File: src/common/threshold_counter_pkg.sv
// Constants and carrier types shared by the threshold counter design
`default_nettype none

package threshold_counter_pkg;

  // ----------------------------------------------------------------
  // Count range and widths
  // ----------------------------------------------------------------
  localparam int unsigned        COUNT_W     = 20;
  localparam logic [COUNT_W-1:0] COUNT_MAX   = 20'hF423F;
  localparam logic [COUNT_W-1:0] COUNT_RESET = 20'h00000;
  localparam int unsigned        BLOCK_W     = 8;
  localparam int unsigned        REF_W       = 32;
  localparam int unsigned        ADDR_W      = 8;

  // ----------------------------------------------------------------
  // Register byte offsets
  // ----------------------------------------------------------------
  localparam logic [ADDR_W-1:0] CTRL_OFS         = 8'h00;
  localparam logic [ADDR_W-1:0] SET_THRESH_OFS   = 8'h04;
  localparam logic [ADDR_W-1:0] CLEAR_THRESH_OFS = 8'h08;
  localparam logic [ADDR_W-1:0] SET_BLOCK_OFS    = 8'h0C;
  localparam logic [ADDR_W-1:0] CLEAR_BLOCK_OFS  = 8'h10;
  localparam logic [ADDR_W-1:0] COUNT_OFS        = 8'h14;
  localparam logic [ADDR_W-1:0] STATUS_OFS       = 8'h18;
  localparam logic [ADDR_W-1:0] SET_ACTIVE_OFS   = 8'h1C;
  localparam logic [ADDR_W-1:0] CLEAR_ACTIVE_OFS = 8'h20;

  // ----------------------------------------------------------------
  // Field positions and reset values
  // ----------------------------------------------------------------
  localparam int unsigned        CTRL_RETAIN_BIT    = 0;
  localparam int unsigned        CTRL_SET_REF_BIT   = 1;
  localparam int unsigned        CTRL_CLEAR_REF_BIT = 2;
  localparam int unsigned        STAT_SWITCH_BIT    = 0;
  localparam int unsigned        STAT_CLEAR_BIT     = 1;
  localparam int unsigned        STAT_FAIL_BIT      = 2;
  localparam logic [2:0]         CTRL_RESET         = 3'h0;
  localparam logic [COUNT_W-1:0] SET_THRESH_RESET   = 20'h00000;
  localparam logic [COUNT_W-1:0] CLEAR_THRESH_RESET = 20'h00000;
  localparam logic [BLOCK_W-1:0] BLOCK_RESET        = 8'h00;
  localparam logic [1:0]         RESP_OKAY          = 2'h0;
  localparam logic [1:0]         RESP_SLVERR        = 2'h2;

  // ----------------------------------------------------------------
  // Timing
  // ----------------------------------------------------------------
  localparam int unsigned CLK_PERIOD_NS        = 20;
  localparam int unsigned PROGRAM_CYCLE_NS     = 10000;
  localparam int unsigned PROGRAM_CYCLE_CYCLES = (PROGRAM_CYCLE_NS / CLK_PERIOD_NS < 1) ? 1 :
                                                 PROGRAM_CYCLE_NS / CLK_PERIOD_NS;

  // ----------------------------------------------------------------
  // Bus carriers and state encodings
  // ----------------------------------------------------------------
  typedef struct packed {
    logic [ADDR_W-1:0] awaddr;
    logic              awvalid;
    logic [31:0]       wdata;
    logic [3:0]        wstrb;
    logic              wvalid;
    logic              bready;
    logic [ADDR_W-1:0] araddr;
    logic              arvalid;
    logic              rready;
  } axil_req_t;

  typedef struct packed {
    logic        awready;
    logic        wready;
    logic [1:0]  bresp;
    logic        bvalid;
    logic        arready;
    logic [31:0] rdata;
    logic [1:0]  rresp;
    logic        rvalid;
  } axil_rsp_t;

  typedef enum logic [0:0] {WR_IDLE = 1'b0, WR_RESP = 1'b1} wr_state_t;
  typedef enum logic [0:0] {RD_IDLE = 1'b0, RD_DATA = 1'b1} rd_state_t;

endpackage

`default_nettype wire

File: src/rtl/program_cycle_tick.sv
// Divider that marks the start of each program cycle with a one-cycle pulse
`default_nettype none

module program_cycle_tick
  import threshold_counter_pkg::*;
#(
  parameter int unsigned PERIOD = PROGRAM_CYCLE_CYCLES
)
(
  input  wire logic aclk,
  input  wire logic aresetn,
  output logic      tick
);

  // Width limits the period to 65536 clocks
  typedef struct packed {
    logic [15:0] cnt;
    logic        tick;
  } tick_state_t;

  tick_state_t state_reg;
  tick_state_t state_next;

  always_comb
  begin
    state_next      = state_reg;
    state_next.tick = 1'b0;
    if (state_reg.cnt == 16'(PERIOD - 1))
    begin
      state_next.cnt  = 16'h0000;
      state_next.tick = 1'b1;
    end
    else
    begin
      state_next.cnt = state_reg.cnt + 16'h0001;
    end
  end

  always_ff @(posedge aclk)
  begin
    if (!aresetn)
      state_reg <= '0;
    else
      state_reg <= state_next;
  end

  assign tick = state_reg.tick;

endmodule // program_cycle_tick

`default_nettype wire

File: src/rtl/threshold_source.sv
// Picks a threshold from a constant or another block's value and clamps it
`default_nettype none

module threshold_source
  import threshold_counter_pkg::*;
#(
  parameter int unsigned NUM_REFS = 8
)
(
  input  wire logic                           aclk,
  input  wire logic                           aresetn,
  input  wire logic                           use_ref,
  input  wire logic [COUNT_W-1:0]             const_val,
  input  wire logic [BLOCK_W-1:0]             block_no,
  input  wire logic [NUM_REFS-1:0][REF_W-1:0] ref_values,
  output logic      [COUNT_W-1:0]             thresh
);

  typedef struct packed {
    logic [COUNT_W-1:0] thresh;
  } src_state_t;

  src_state_t        state_reg;
  src_state_t        state_next;
  logic [REF_W-1:0]  picked;

  always_comb
  begin
    picked = REF_W'(const_val);
    if (use_ref)
    begin
      // Unknown block numbers yield zero
      picked = '0;
      for (int i = 0; i < NUM_REFS; i++)
        if (block_no == BLOCK_W'(i))
          picked = ref_values[i];
    end
    state_next = state_reg;
    if (picked[REF_W-1])
      state_next.thresh = COUNT_RESET; // see RL11
    else if (picked > REF_W'(COUNT_MAX))
      state_next.thresh = COUNT_MAX; // see RL11
    else
      state_next.thresh = picked[COUNT_W-1:0];
  end

  always_ff @(posedge aclk)
  begin
    if (!aresetn)
      state_reg <= '0;
    else
      state_reg <= state_next;
  end

  assign thresh = state_reg.thresh;

endmodule // threshold_source

`default_nettype wire

File: src/rtl/up_down_threshold_counter.sv
// Up/down pulse counter with two-threshold switch output and AXI4-Lite registers
//
// Summary of operation
// RL1 - Only rising edges of the pulse input count; falling edges never do.
// RL2 - Sense input low counts up, sense input high counts down.
// RL3 - Each accepted rising edge moves the count by exactly one.
// RL4 - The clear input sets the count to zero.
// RL5 - While clear is high the switch is low and pulses are ignored.
// RL6 - Set above clear: on at count >= set, off below clear, else hold.
// RL7 - Set below clear: on only while count is strictly between them.
// RL8 - Power loss clears count and switch unless retention is selected.
// RL9 - Thresholds are compared once per program cycle.
// RL10 - Either threshold may come from another block's value, chosen by number.
// RL11 - Referenced threshold values are clamped into 0 to 999999.
// RL12 - The count saturates at 0 and 999999, never wrapping.
`default_nettype none

module up_down_threshold_counter
  import threshold_counter_pkg::*;
#(
  parameter int unsigned NUM_REFS     = 8,
  parameter int unsigned CYCLE_CLOCKS = PROGRAM_CYCLE_CYCLES
)
(
  input  wire logic                           aclk,
  input  wire logic                           aresetn,
  input  wire axil_req_t                      s_axil_req,
  output axil_rsp_t                           s_axil_rsp,
  input  wire logic                           count_pulse,
  input  wire logic                           count_sense,
  input  wire logic                           count_clear,
  input  wire logic                           power_fail,
  input  wire logic [NUM_REFS-1:0][REF_W-1:0] ref_values,
  output logic                                switch_out,
  output logic      [COUNT_W-1:0]             count_value
);

  // ----------------------------------------------------------------
  // State
  // ----------------------------------------------------------------
  typedef struct packed {
    logic [2:0]         pulse_sync;
    logic [1:0]         sense_sync;
    logic [1:0]         clear_sync;
    logic [1:0]         fail_sync;
    logic [COUNT_W-1:0] count;
    logic               sw;
    logic [2:0]         ctrl;
    logic [COUNT_W-1:0] set_const;
    logic [COUNT_W-1:0] clear_const;
    logic [BLOCK_W-1:0] set_block;
    logic [BLOCK_W-1:0] clear_block;
    wr_state_t          wr_state;
    logic               aw_held;
    logic               w_held;
    logic [ADDR_W-1:0]  wr_addr;
    logic [31:0]        wr_data;
    logic [3:0]         wr_strb;
    rd_state_t          rd_state;
    axil_rsp_t          rsp;
  } ctr_state_t;

  ctr_state_t         state_reg;
  ctr_state_t         state_next;
  logic               cycle_tick;
  logic [COUNT_W-1:0] set_thresh;
  logic [COUNT_W-1:0] clear_thresh;
  logic               pulse_rise;
  logic [31:0]        rd_word;
  logic               rd_ok;

  // ----------------------------------------------------------------
  // Program cycle and threshold sources
  // ----------------------------------------------------------------
  program_cycle_tick #(
    .PERIOD (CYCLE_CLOCKS)
  ) u_tick (
    .aclk    (aclk),
    .aresetn (aresetn),
    .tick    (cycle_tick)
  );

  // Each threshold is a constant or a referenced block value; see RL10
  threshold_source #(
    .NUM_REFS (NUM_REFS)
  ) u_set_src (
    .aclk       (aclk),
    .aresetn    (aresetn),
    .use_ref    (state_reg.ctrl[CTRL_SET_REF_BIT]),
    .const_val  (state_reg.set_const),
    .block_no   (state_reg.set_block),
    .ref_values (ref_values),
    .thresh     (set_thresh)
  );

  threshold_source #(
    .NUM_REFS (NUM_REFS)
  ) u_clear_src (
    .aclk       (aclk),
    .aresetn    (aresetn),
    .use_ref    (state_reg.ctrl[CTRL_CLEAR_REF_BIT]),
    .const_val  (state_reg.clear_const),
    .block_no   (state_reg.clear_block),
    .ref_values (ref_values),
    .thresh     (clear_thresh)
  );

  // ----------------------------------------------------------------
  // Helpers
  // ----------------------------------------------------------------
  function automatic logic [31:0] merge_bytes(
    input logic [31:0] old_word,
    input logic [31:0] new_word,
    input logic [3:0]  strb
  );
    logic [31:0] res;
    res = old_word;
    for (int b = 0; b < 4; b++)
      if (strb[b])
        res[8*b +: 8] = new_word[8*b +: 8];
    return res;
  endfunction

  function automatic logic same_word(
    input logic [ADDR_W-1:0] a,
    input logic [ADDR_W-1:0] ofs
  );
    return a[ADDR_W-1:2] == ofs[ADDR_W-1:2];
  endfunction

  // ----------------------------------------------------------------
  // Read decode
  // ----------------------------------------------------------------
  always_comb
  begin
    rd_word = 32'h00000000;
    rd_ok   = 1'b1;
    if (same_word(s_axil_req.araddr, CTRL_OFS))
      rd_word = 32'(state_reg.ctrl);
    else if (same_word(s_axil_req.araddr, SET_THRESH_OFS))
      rd_word = 32'(state_reg.set_const);
    else if (same_word(s_axil_req.araddr, CLEAR_THRESH_OFS))
      rd_word = 32'(state_reg.clear_const);
    else if (same_word(s_axil_req.araddr, SET_BLOCK_OFS))
      rd_word = 32'(state_reg.set_block);
    else if (same_word(s_axil_req.araddr, CLEAR_BLOCK_OFS))
      rd_word = 32'(state_reg.clear_block);
    else if (same_word(s_axil_req.araddr, COUNT_OFS))
      rd_word = 32'(state_reg.count);
    else if (same_word(s_axil_req.araddr, STATUS_OFS))
    begin
      rd_word[STAT_SWITCH_BIT] = state_reg.sw;
      rd_word[STAT_CLEAR_BIT]  = state_reg.clear_sync[1];
      rd_word[STAT_FAIL_BIT]   = state_reg.fail_sync[1];
    end
    else if (same_word(s_axil_req.araddr, SET_ACTIVE_OFS))
      rd_word = 32'(set_thresh);
    else if (same_word(s_axil_req.araddr, CLEAR_ACTIVE_OFS))
      rd_word = 32'(clear_thresh);
    else
      rd_ok = 1'b0;
  end

  assign pulse_rise = state_reg.pulse_sync[1] & ~state_reg.pulse_sync[2];

  // ----------------------------------------------------------------
  // Next state
  // ----------------------------------------------------------------
  always_comb
  begin
    state_next = state_reg;

    // Pins come from outside the clock domain
    state_next.pulse_sync = {state_reg.pulse_sync[1:0], count_pulse};
    state_next.sense_sync = {state_reg.sense_sync[0], count_sense};
    state_next.clear_sync = {state_reg.clear_sync[0], count_clear};
    state_next.fail_sync  = {state_reg.fail_sync[0], power_fail};

    if (state_reg.clear_sync[1])
    begin
      state_next.count = COUNT_RESET; // see RL4
      state_next.sw    = 1'b0; // see RL5
    end
    else if (state_reg.fail_sync[1])
    begin
      // Pulses seen while supply is failing are not trusted
      if (!state_reg.ctrl[CTRL_RETAIN_BIT])
      begin
        state_next.count = COUNT_RESET; // see RL8
        state_next.sw    = 1'b0; // see RL8
      end
    end
    else
    begin
      if (pulse_rise) // see RL1
      begin
        if (!state_reg.sense_sync[1]) // see RL2
        begin
          if (state_reg.count != COUNT_MAX) // see RL12
            state_next.count = state_reg.count + 20'h00001; // see RL3
        end
        else if (state_reg.count != COUNT_RESET) // see RL12
        begin
          state_next.count = state_reg.count - 20'h00001; // see RL3
        end
      end
      // Output may lag the count by up to one program cycle
      if (cycle_tick) // see RL9
      begin
        if (set_thresh > clear_thresh)
        begin
          if (state_reg.count >= set_thresh)
            state_next.sw = 1'b1; // see RL6
          else if (state_reg.count < clear_thresh)
            state_next.sw = 1'b0; // see RL6
        end
        else
        begin
          // Equal thresholds leave an empty window, so the output stays low
          state_next.sw = (state_reg.count > set_thresh) &&
                          (state_reg.count < clear_thresh); // see RL7
        end
      end
    end

    // --------------------------------------------------------------
    // Write channel: address and data taken in either order
    // --------------------------------------------------------------
    if (s_axil_req.awvalid && state_reg.rsp.awready)
    begin
      state_next.aw_held = 1'b1;
      state_next.wr_addr = s_axil_req.awaddr;
    end
    if (s_axil_req.wvalid && state_reg.rsp.wready)
    begin
      state_next.w_held  = 1'b1;
      state_next.wr_data = s_axil_req.wdata;
      state_next.wr_strb = s_axil_req.wstrb;
    end

    case (state_reg.wr_state)
      WR_IDLE:
      begin
        if (state_next.aw_held && state_next.w_held)
        begin
          state_next.aw_held    = 1'b0;
          state_next.w_held     = 1'b0;
          state_next.rsp.bvalid = 1'b1;
          state_next.rsp.bresp  = RESP_OKAY;
          state_next.wr_state   = WR_RESP;
          if (same_word(state_next.wr_addr, CTRL_OFS))
            state_next.ctrl = 3'(merge_bytes(32'(state_reg.ctrl),
                                             state_next.wr_data, state_next.wr_strb));
          else if (same_word(state_next.wr_addr, SET_THRESH_OFS))
            state_next.set_const = COUNT_W'(merge_bytes(32'(state_reg.set_const),
                                                        state_next.wr_data, state_next.wr_strb));
          else if (same_word(state_next.wr_addr, CLEAR_THRESH_OFS))
            state_next.clear_const = COUNT_W'(merge_bytes(32'(state_reg.clear_const),
                                                          state_next.wr_data, state_next.wr_strb));
          else if (same_word(state_next.wr_addr, SET_BLOCK_OFS))
            state_next.set_block = BLOCK_W'(merge_bytes(32'(state_reg.set_block),
                                                        state_next.wr_data, state_next.wr_strb));
          else if (same_word(state_next.wr_addr, CLEAR_BLOCK_OFS))
            state_next.clear_block = BLOCK_W'(merge_bytes(32'(state_reg.clear_block),
                                                          state_next.wr_data, state_next.wr_strb));
          else if (!same_word(state_next.wr_addr, COUNT_OFS) &&
                   !same_word(state_next.wr_addr, STATUS_OFS) &&
                   !same_word(state_next.wr_addr, SET_ACTIVE_OFS) &&
                   !same_word(state_next.wr_addr, CLEAR_ACTIVE_OFS))
            state_next.rsp.bresp = RESP_SLVERR;
        end
      end
      WR_RESP:
      begin
        if (s_axil_req.bready)
        begin
          state_next.rsp.bvalid = 1'b0;
          state_next.wr_state   = WR_IDLE;
        end
      end
      default:
      begin
        state_next.wr_state = WR_IDLE;
      end
    endcase

    state_next.rsp.awready = (state_next.wr_state == WR_IDLE) && !state_next.aw_held;
    state_next.rsp.wready  = (state_next.wr_state == WR_IDLE) && !state_next.w_held;

    // --------------------------------------------------------------
    // Read channel
    // --------------------------------------------------------------
    case (state_reg.rd_state)
      RD_IDLE:
      begin
        if (s_axil_req.arvalid && state_reg.rsp.arready)
        begin
          state_next.rsp.rdata  = rd_word;
          state_next.rsp.rresp  = rd_ok ? RESP_OKAY : RESP_SLVERR;
          state_next.rsp.rvalid = 1'b1;
          state_next.rd_state   = RD_DATA;
        end
      end
      RD_DATA:
      begin
        if (s_axil_req.rready)
        begin
          state_next.rsp.rvalid = 1'b0;
          state_next.rd_state   = RD_IDLE;
        end
      end
      default:
      begin
        state_next.rd_state = RD_IDLE;
      end
    endcase

    state_next.rsp.arready = (state_next.rd_state == RD_IDLE);
  end

  // ----------------------------------------------------------------
  // Registers
  // ----------------------------------------------------------------
  always_ff @(posedge aclk)
  begin
    if (!aresetn)
    begin
      state_reg             <= '0;
      state_reg.count       <= COUNT_RESET;
      state_reg.ctrl        <= CTRL_RESET;
      state_reg.set_const   <= SET_THRESH_RESET;
      state_reg.clear_const <= CLEAR_THRESH_RESET;
      state_reg.set_block   <= BLOCK_RESET;
      state_reg.clear_block <= BLOCK_RESET;
      state_reg.wr_state    <= WR_IDLE;
      state_reg.rd_state    <= RD_IDLE;
    end
    else
    begin
      state_reg <= state_next;
    end
  end

  assign s_axil_rsp  = state_reg.rsp;
  assign switch_out  = state_reg.sw;
  assign count_value = state_reg.count;

endmodule // up_down_threshold_counter

`default_nettype wire

File: config.mk
export PLATFORM = sky130hd
export DESIGN_NAME = up_down_threshold_counter
export DESIGN_NICKNAME = d
export VERILOG_FILES = /design/src/common/threshold_counter_pkg.sv /design/src/rtl/program_cycle_tick.sv /design/src/rtl/threshold_source.sv /design/src/rtl/up_down_threshold_counter.sv
export SDC_FILE = /design/constraint.sdc
export NUM_CORES = 1
export LEC_CHECK = 0
export BUFFER_PORTS_ARGS = -buffer_cell sky130_fd_sc_hd__buf_2
export CAP_MARGIN = 20
export CORE_MARGIN = 5
export CORE_UTILIZATION = 61
export CTS_BUF_LIST = sky130_fd_sc_hd__clkbuf_4 sky130_fd_sc_hd__clkbuf_8
export CTS_CLUSTER_SIZE = 12
export DETAILED_ROUTE_END_ITERATION = 7
export PLACE_DENSITY = 0.89
export SLEW_MARGIN = 15
export SYNTH_ARGS = -nofsm -noshare
export SYNTH_HDL_FRONTEND = slang
export SYNTH_HIERARCHICAL = 1
export SYNTH_SLANG_ARGS = --single-unit
File: constraint.sdc
create_clock -name aclk -period 7.5 [get_ports aclk]
set_input_delay 2.25 -clock aclk [delete_from_list [all_inputs] [get_ports aclk]]
set_output_delay 2.25 -clock aclk [all_outputs]
set_load 0.05 [all_outputs]
# == Word-level counts from Yosys, hierarchy flattened ==
# Cells that the tools add are included.
# word_totals
register_bits,227
word_cells,216
output_inout_bits,62
# classes
n_eq_ne,39
reduce_logical,45
mux,74
n_addsub,3
bitwise_logic,11
n_lt_le_gt_ge,6
# ops
op,n
32-bit two-way mux,24
20-bit two-way mux,8
8-bit by 3-bit == test with 1-bit output (second input constant),8
32-bit by 20-bit greater-than comparator with 1-bit output (second input constant),2
6-bit by 3-bit == test with 1-bit output (second input constant),8
21-bit two-way mux,2
20-bit greater-than comparator,2
8-bit by 2-bit == test with 1-bit output (second input constant),4
29-bit two-way mux,1
28-bit two-way mux,1
6-bit by 2-bit == test with 1-bit output (second input constant),4
1-bit two-way mux,23
20-bit by 1-bit adder with 20-bit output (second input constant),1
20-bit >= comparator,1
20-bit < comparator,1
20-bit != test (second input constant),1
20-bit nonzero test,1
20-bit by 1-bit subtractor with 20-bit output (second input constant),1
6-bit AND reduction,3
16-bit by 1-bit adder with 16-bit output (second input constant),1
16-bit by 9-bit == test with 1-bit output (second input constant),1
8-bit by 1-bit == test with 1-bit output (second input constant),2
8-bit logical NOT,2
2-bit two-way mux,8
other kinds (23),68

# == Depth between registers and ports, before layout ==
# logic_depth
ltp_word,13
mapped_depth,12
ltp_nobuf,11

# == By module ==
# Netlist, hierarchy kept.
# modules_own_cells
mod,cells_per_inst,seq_area_each_um2,n_inst,area_each_um2
up_down_threshold_counter,1100,2982.9,1,9220.1
threshold_source,367,400.4,2,2955.3
program_cycle_tick,81,340.3,1,765.7

# == Worst setup path before layout ==
# No wires, ideal clock.
# synth_path
kind,input port to flip-flop
start,in ref_values[126] (netlist bit)
end,reg u_clear_src.state_reg (netlist bit u_clear_src/thresh[0])
t_arrival_ns,4.104
required_ns,7.364
path_buffers,1
cell_stages,8
slack_ns,3.260
path_cell_list,or3_1 > mux4_2 > nor4_1 > nor4b_1 > nor3_1 > nand2b_1 > buf_1 > o211ai_1
# synth_via
elab_chain_len,8
# synth_rtl
item,line,source
start: declaration,up_down_threshold_counter.sv:33,"input wire logic [NUM_REFS-1:0][REF_W-1:0] ref_values,"
32-bit two-way mux (5 in a row),threshold_source.sv:35,if (block_no == BLOCK_W'(i))
32-bit two-way mux,threshold_source.sv:30,if (use_ref)
32-bit by 20-bit greater-than comparator with 1-bit output,threshold_source.sv:41,else if (picked > REF_W'(COUNT_MAX))
20-bit two-way mux,threshold_source.sv:41,
end signal: assignment,threshold_source.sv:52,state_reg <= state_next;
end: declaration,threshold_source.sv:23,src_state_t state_reg;
# Every way passes these cells.
# A chain may end at the register's enable or synchronous reset.

# == Final worst setup path ==
# layout_path
start,in s_axil_req[9] (netlist bit)
end,reg state_reg (netlist bit s_axil_rsp[11])
# layout_via
elab_chain_len,10
word_cells_on_any_way,18
classes_between,8 x eq/ne; 9 x mux; 1 x reduce/logical
# layout_rtl
item,line,source
start: declaration,up_down_threshold_counter.sv:27,"input wire axil_req_t s_axil_req,"
6-bit by 4-bit == test with 1-bit output,up_down_threshold_counter.sv:128,return a[ADDR_W-1:2] == ofs[ADDR_W-1:2];
20-bit two-way mux,up_down_threshold_counter.sv:158,"else if (same_word(s_axil_req.araddr, CLEAR_ACTIVE_OFS))"
20-bit two-way mux,up_down_threshold_counter.sv:156,"else if (same_word(s_axil_req.araddr, SET_ACTIVE_OFS))"
29-bit two-way mux,up_down_threshold_counter.sv:150,"else if (same_word(s_axil_req.araddr, STATUS_OFS))"
32-bit two-way mux,up_down_threshold_counter.sv:148,"else if (same_word(s_axil_req.araddr, COUNT_OFS))"
32-bit two-way mux,up_down_threshold_counter.sv:146,"else if (same_word(s_axil_req.araddr, CLEAR_BLOCK_OFS))"
32-bit two-way mux,up_down_threshold_counter.sv:144,"else if (same_word(s_axil_req.araddr, SET_BLOCK_OFS))"
32-bit two-way mux,up_down_threshold_counter.sv:142,"else if (same_word(s_axil_req.araddr, CLEAR_THRESH_OFS))"
32-bit two-way mux,up_down_threshold_counter.sv:140,"else if (same_word(s_axil_req.araddr, SET_THRESH_OFS))"
32-bit two-way mux (*),up_down_threshold_counter.sv:138,"if (same_word(s_axil_req.araddr, CTRL_OFS))"
end signal: assignment,up_down_threshold_counter.sv:340,state_reg <= state_next;
end: declaration,up_down_threshold_counter.sv:63,ctr_state_t state_reg;
# Mark *: on every way between the ends. The rest lies on a longest branch, timed or not.

==> summary.md <==
| Metric | Value |
|---|---|
| Core area | `between 20000 and 30000 um2` |
| Crit Path Class | `in2reg` |
| Number of synthesized flops with an enable pin | `0` |
| P&R area growth vs syn | `13.5%` |
| Initial cell density of the core | `0.615` |
| Hold wc startpoint | `state_next[174]$_SDFF_PN0_` |
| Comb power frac | `0.138` |
| Async SR Flop Fraction | `0` |
| Beginning of the critical path | `s_axil_req[9]` |
| Global-route wire length before repair | `approximately 90000 um` |
| RePlAce Congestion | `~1.1` |
| Reg2reg setup slack | `roughly 3.3 ns` |
| Row cnt | `59` |
| Setup Buffers After CTS | `0` |
| Drt first pass iters | `8` |
| Met2 usage | `0.641` |
| Cells on worst reg2reg path | `8` |
| Share of cells above drive strength 1 | `0.247` |
| Die height | `171 um` |
| CTS Buf Count | `35` |
| Clock share of power | `0.441` |
| Failing checks | `design-rule violations` |
| Startpoint types | `input port` |
| Met3 layer usage reported by global route | `0.0775` |
| Number of buffers added on ports | `between 300 and 400` |
| RSZ-0062 raised after global routing | `no` |
| Total track usage | `0.389` |
| Root buf cell | `clkbuf_8` |
| # resized after CTS | `0` |
| Worst Path Max Fanout | `14` |
| Post-synth top area share | `0.259` |
| Synthesized area | `around 16000 um2` |
| Drt wl/cell | `between 20 and 25 um` |
| Final setup fails | `0` |
| Largest register FFs | `96` |
| H-tree depth | `2` |
| Clk buf depth | `3` |
| Crit path DAT | `4.99 ns` |
| Post-Route Skew | `between 0.015 and 0.02 ns` |
| Yosys top cell by area | `dfxtp_1` |
| CP Cell Sequence | `buf_2, nor4_2, nand2_1, nor2_1, a221oi_1, a211oi_1, a21oi_1, nor2b_1` |
| Antenna Nets Post-Route | `0` |
| Tcrit/Tclk final | `0.602` |
| # clock sinks | `between 200 and 250` |
| Synth Warn # | `6` |
| Initial antenna violation count | `8` |
| HPWL Detailed | `45400 um` |
| Status | `finished, violations left` |
| Vias | `about 17000` |
| Setup tns final | `0 ns` |
| # hold bufs at CTS | `0` |
| Slew @ Worst Pin | `between 1 and 1.5 ns` |
| Vias in the first global route | `approximately 17000` |
| Gate Count Post-Synth | `between 1500 and 2000` |
| Sequential area share after synthesis | `0.259` |
| Switching part of the total | `0.267` |
| Final hold vios | `0` |
| Register bit count reported by yosys | `between 200 and 250` |
| Synth area leaders | `dfxtp_1 26%, ha_1 6.1%, mux2i_1 5.2%, mux4_2 4.8%, nor2_1 3.8%` |
| Initial DRC Count | `around 2600` |
| Power per cell area | `about 150 nW/um2` |
| Vias/cell | `a little under 7` |
| Crit path max-delay cell type | `nor2_1` |
| Worst path required time | `7.97 ns` |
| NumNets Final | `about 2500` |
| Leak Pwr | `about 7.6 nW` |
| CP delay by family, top | `simple AND/OR/NAND/NOR gates` |
| Hold path cells | `1` |
| DRC Markers | `4` |
| Part of the power in registers | `0.421` |
| Grt ovf | `0` |
| Fmax | `approximately 220 MHz` |
| Drt total wl | `60000 um` |
| Max Cap Viol | `0` |
| Top Usage Layer GRT | `met2` |
| Die area | `29400 um2` |
| Peak VDD IR | `0.000141 V` |
| WP buf/inv | `1` |
| Stages on the worst setup path | `8` |
| GR Util met1 | `0.464` |
| CTS tree | `built` |
| Main synth FF type | `dfxtp_1` |
| Psw | `about 0.72 mW` |
| Total power | `about 2.7 mW` |
| Tmin final | `4.52 ns` |
| Clk_lat worst skew | `~0.54 ns` |
| Commonest cells post-synth | `206 x dfxtp_1, 159 x nor2_1, 140 x nand2_1` |
| Most frequent cell after synthesis | `dfxtp_1` |
| Critical Path Max Stage Delay | `just under 0.8 ns` |
| R2r startpoint | `state_reg[99]$_SDFFE_PN0P_` |
| Hold crit path type | `reg2reg` |
| Rel. slew slack | `0.293` |
| # IOs | `around 380` |
| CP endpoint kind | `flip-flop` |
| Slew Limit Fails | `0` |
| Post-synthesis cell type count | `just over 90` |
| Internal power | `1.97 mW` |
| Syn Area/Cell | `8.30 um2` |
| Largest net degree at the start of global routing | `73` |
| Die width | `171 um` |
| Clk pin slew, worst setup/hold paths | `roughly 0.070 ns` |
[placed cells by master (no fill, tap or decap), types with 14 or more instances in the layout]
master	count
buf_2	349
dfxtp_1	200
nor2_1	158
nand2_1	140
a21oi_1	115
mux2i_1	82
o21ai_0	82
ha_1	78
inv_1	72
nor2b_1	66
nand3_1	59
nor3_1	49
and2_1	46
clkbuf_8	43
mux4_2	34
mux2_2	32
a221oi_1	29
nor4_1	28
a31oi_1	26
o211ai_1	26
nand2b_1	22
xnor2_1	22
a211oi_1	22
o221ai_1	21
or3_1	19
o211a_1	18
a22oi_1	18
a21o_1	17
or4_1	15
nand4_1	14
conb_1	14
[metal layers]
layer	vias up	routed length, um
met5	-	0
met4	0	4790
met3	344	6850
met2	1331	27400
met1	7782	21000
li1	7540	-
[final cells by class]
cell class	instances	area (um2)
timing repair buffer	362	1840
tap	335	419
sequential	206	4140
multi-input combinational	1468	10500
antenna	8	20.0
clock buffer	52	659
inverter	78	293
clock inverter	9	163
fill	2045	7790
[path summary, 6_finish.rpt]
check,end
worst max-delay path,s_axil_rsp[11]$_SDFFE_PN0P_
worst min-delay path,state_reg[174]$_SDFF_PN0_
worst max register to register,u_set_src/thresh[14]$_SDFF_PP0_
worst min register to register,state_reg[174]$_SDFF_PN0_
[power by group through the flow]
stage / clock (mW) / combinational [mW] / sequential, mW
6_report: 1.19 / 0.372 / 1.13
5_1_grt: 1.24 / 0.397 / 1.13
4_1_cts: 1.18 / 0.363 / 1.13
3_5_place_dp: 0 / 0.359 / 1.16
3_3_place_gp: 0 / 0.346 / 1.16
2_1_floorplan: 0 / 0.226 / 1.15
[through the flow]
step	setup WS [ns]	cell area, um2	std cells	util	hold WS (ns)
finish	2.98	18000	2518	0.698	0.442
global route	2.84	18000	2518	0.698	0.459
CTS	3.04	18000	2510	0.698	0.449
detailed placement	2.50	17200	2449	0.666	0.438
global placement	2.49	17200	2449	0.666	0.424
floorplan	3.26	15900	1928	-	0.412
[cells by family (layout without fill, tap and decap cells)]
group / after synthesis / in the layout / share of synthesized area
AND/OR/NAND/NOR: 681 / 681 / 0.226
AO/OA/AOI/OAI: 512 / 512 / 0.226
buffers and inverters: 254 / 501 / 0.0826
flip-flops: 206 / 206 / 0.259
multiplexers: 151 / 151 / 0.126
adder cells (fa/ha/maj): 79 / 79 / 0.0627
XOR/XNOR: 31 / 31 / 0.0171
other: 1 / 22 / 0.000236
Note: power is estimated with default switching activity, not from simulation.
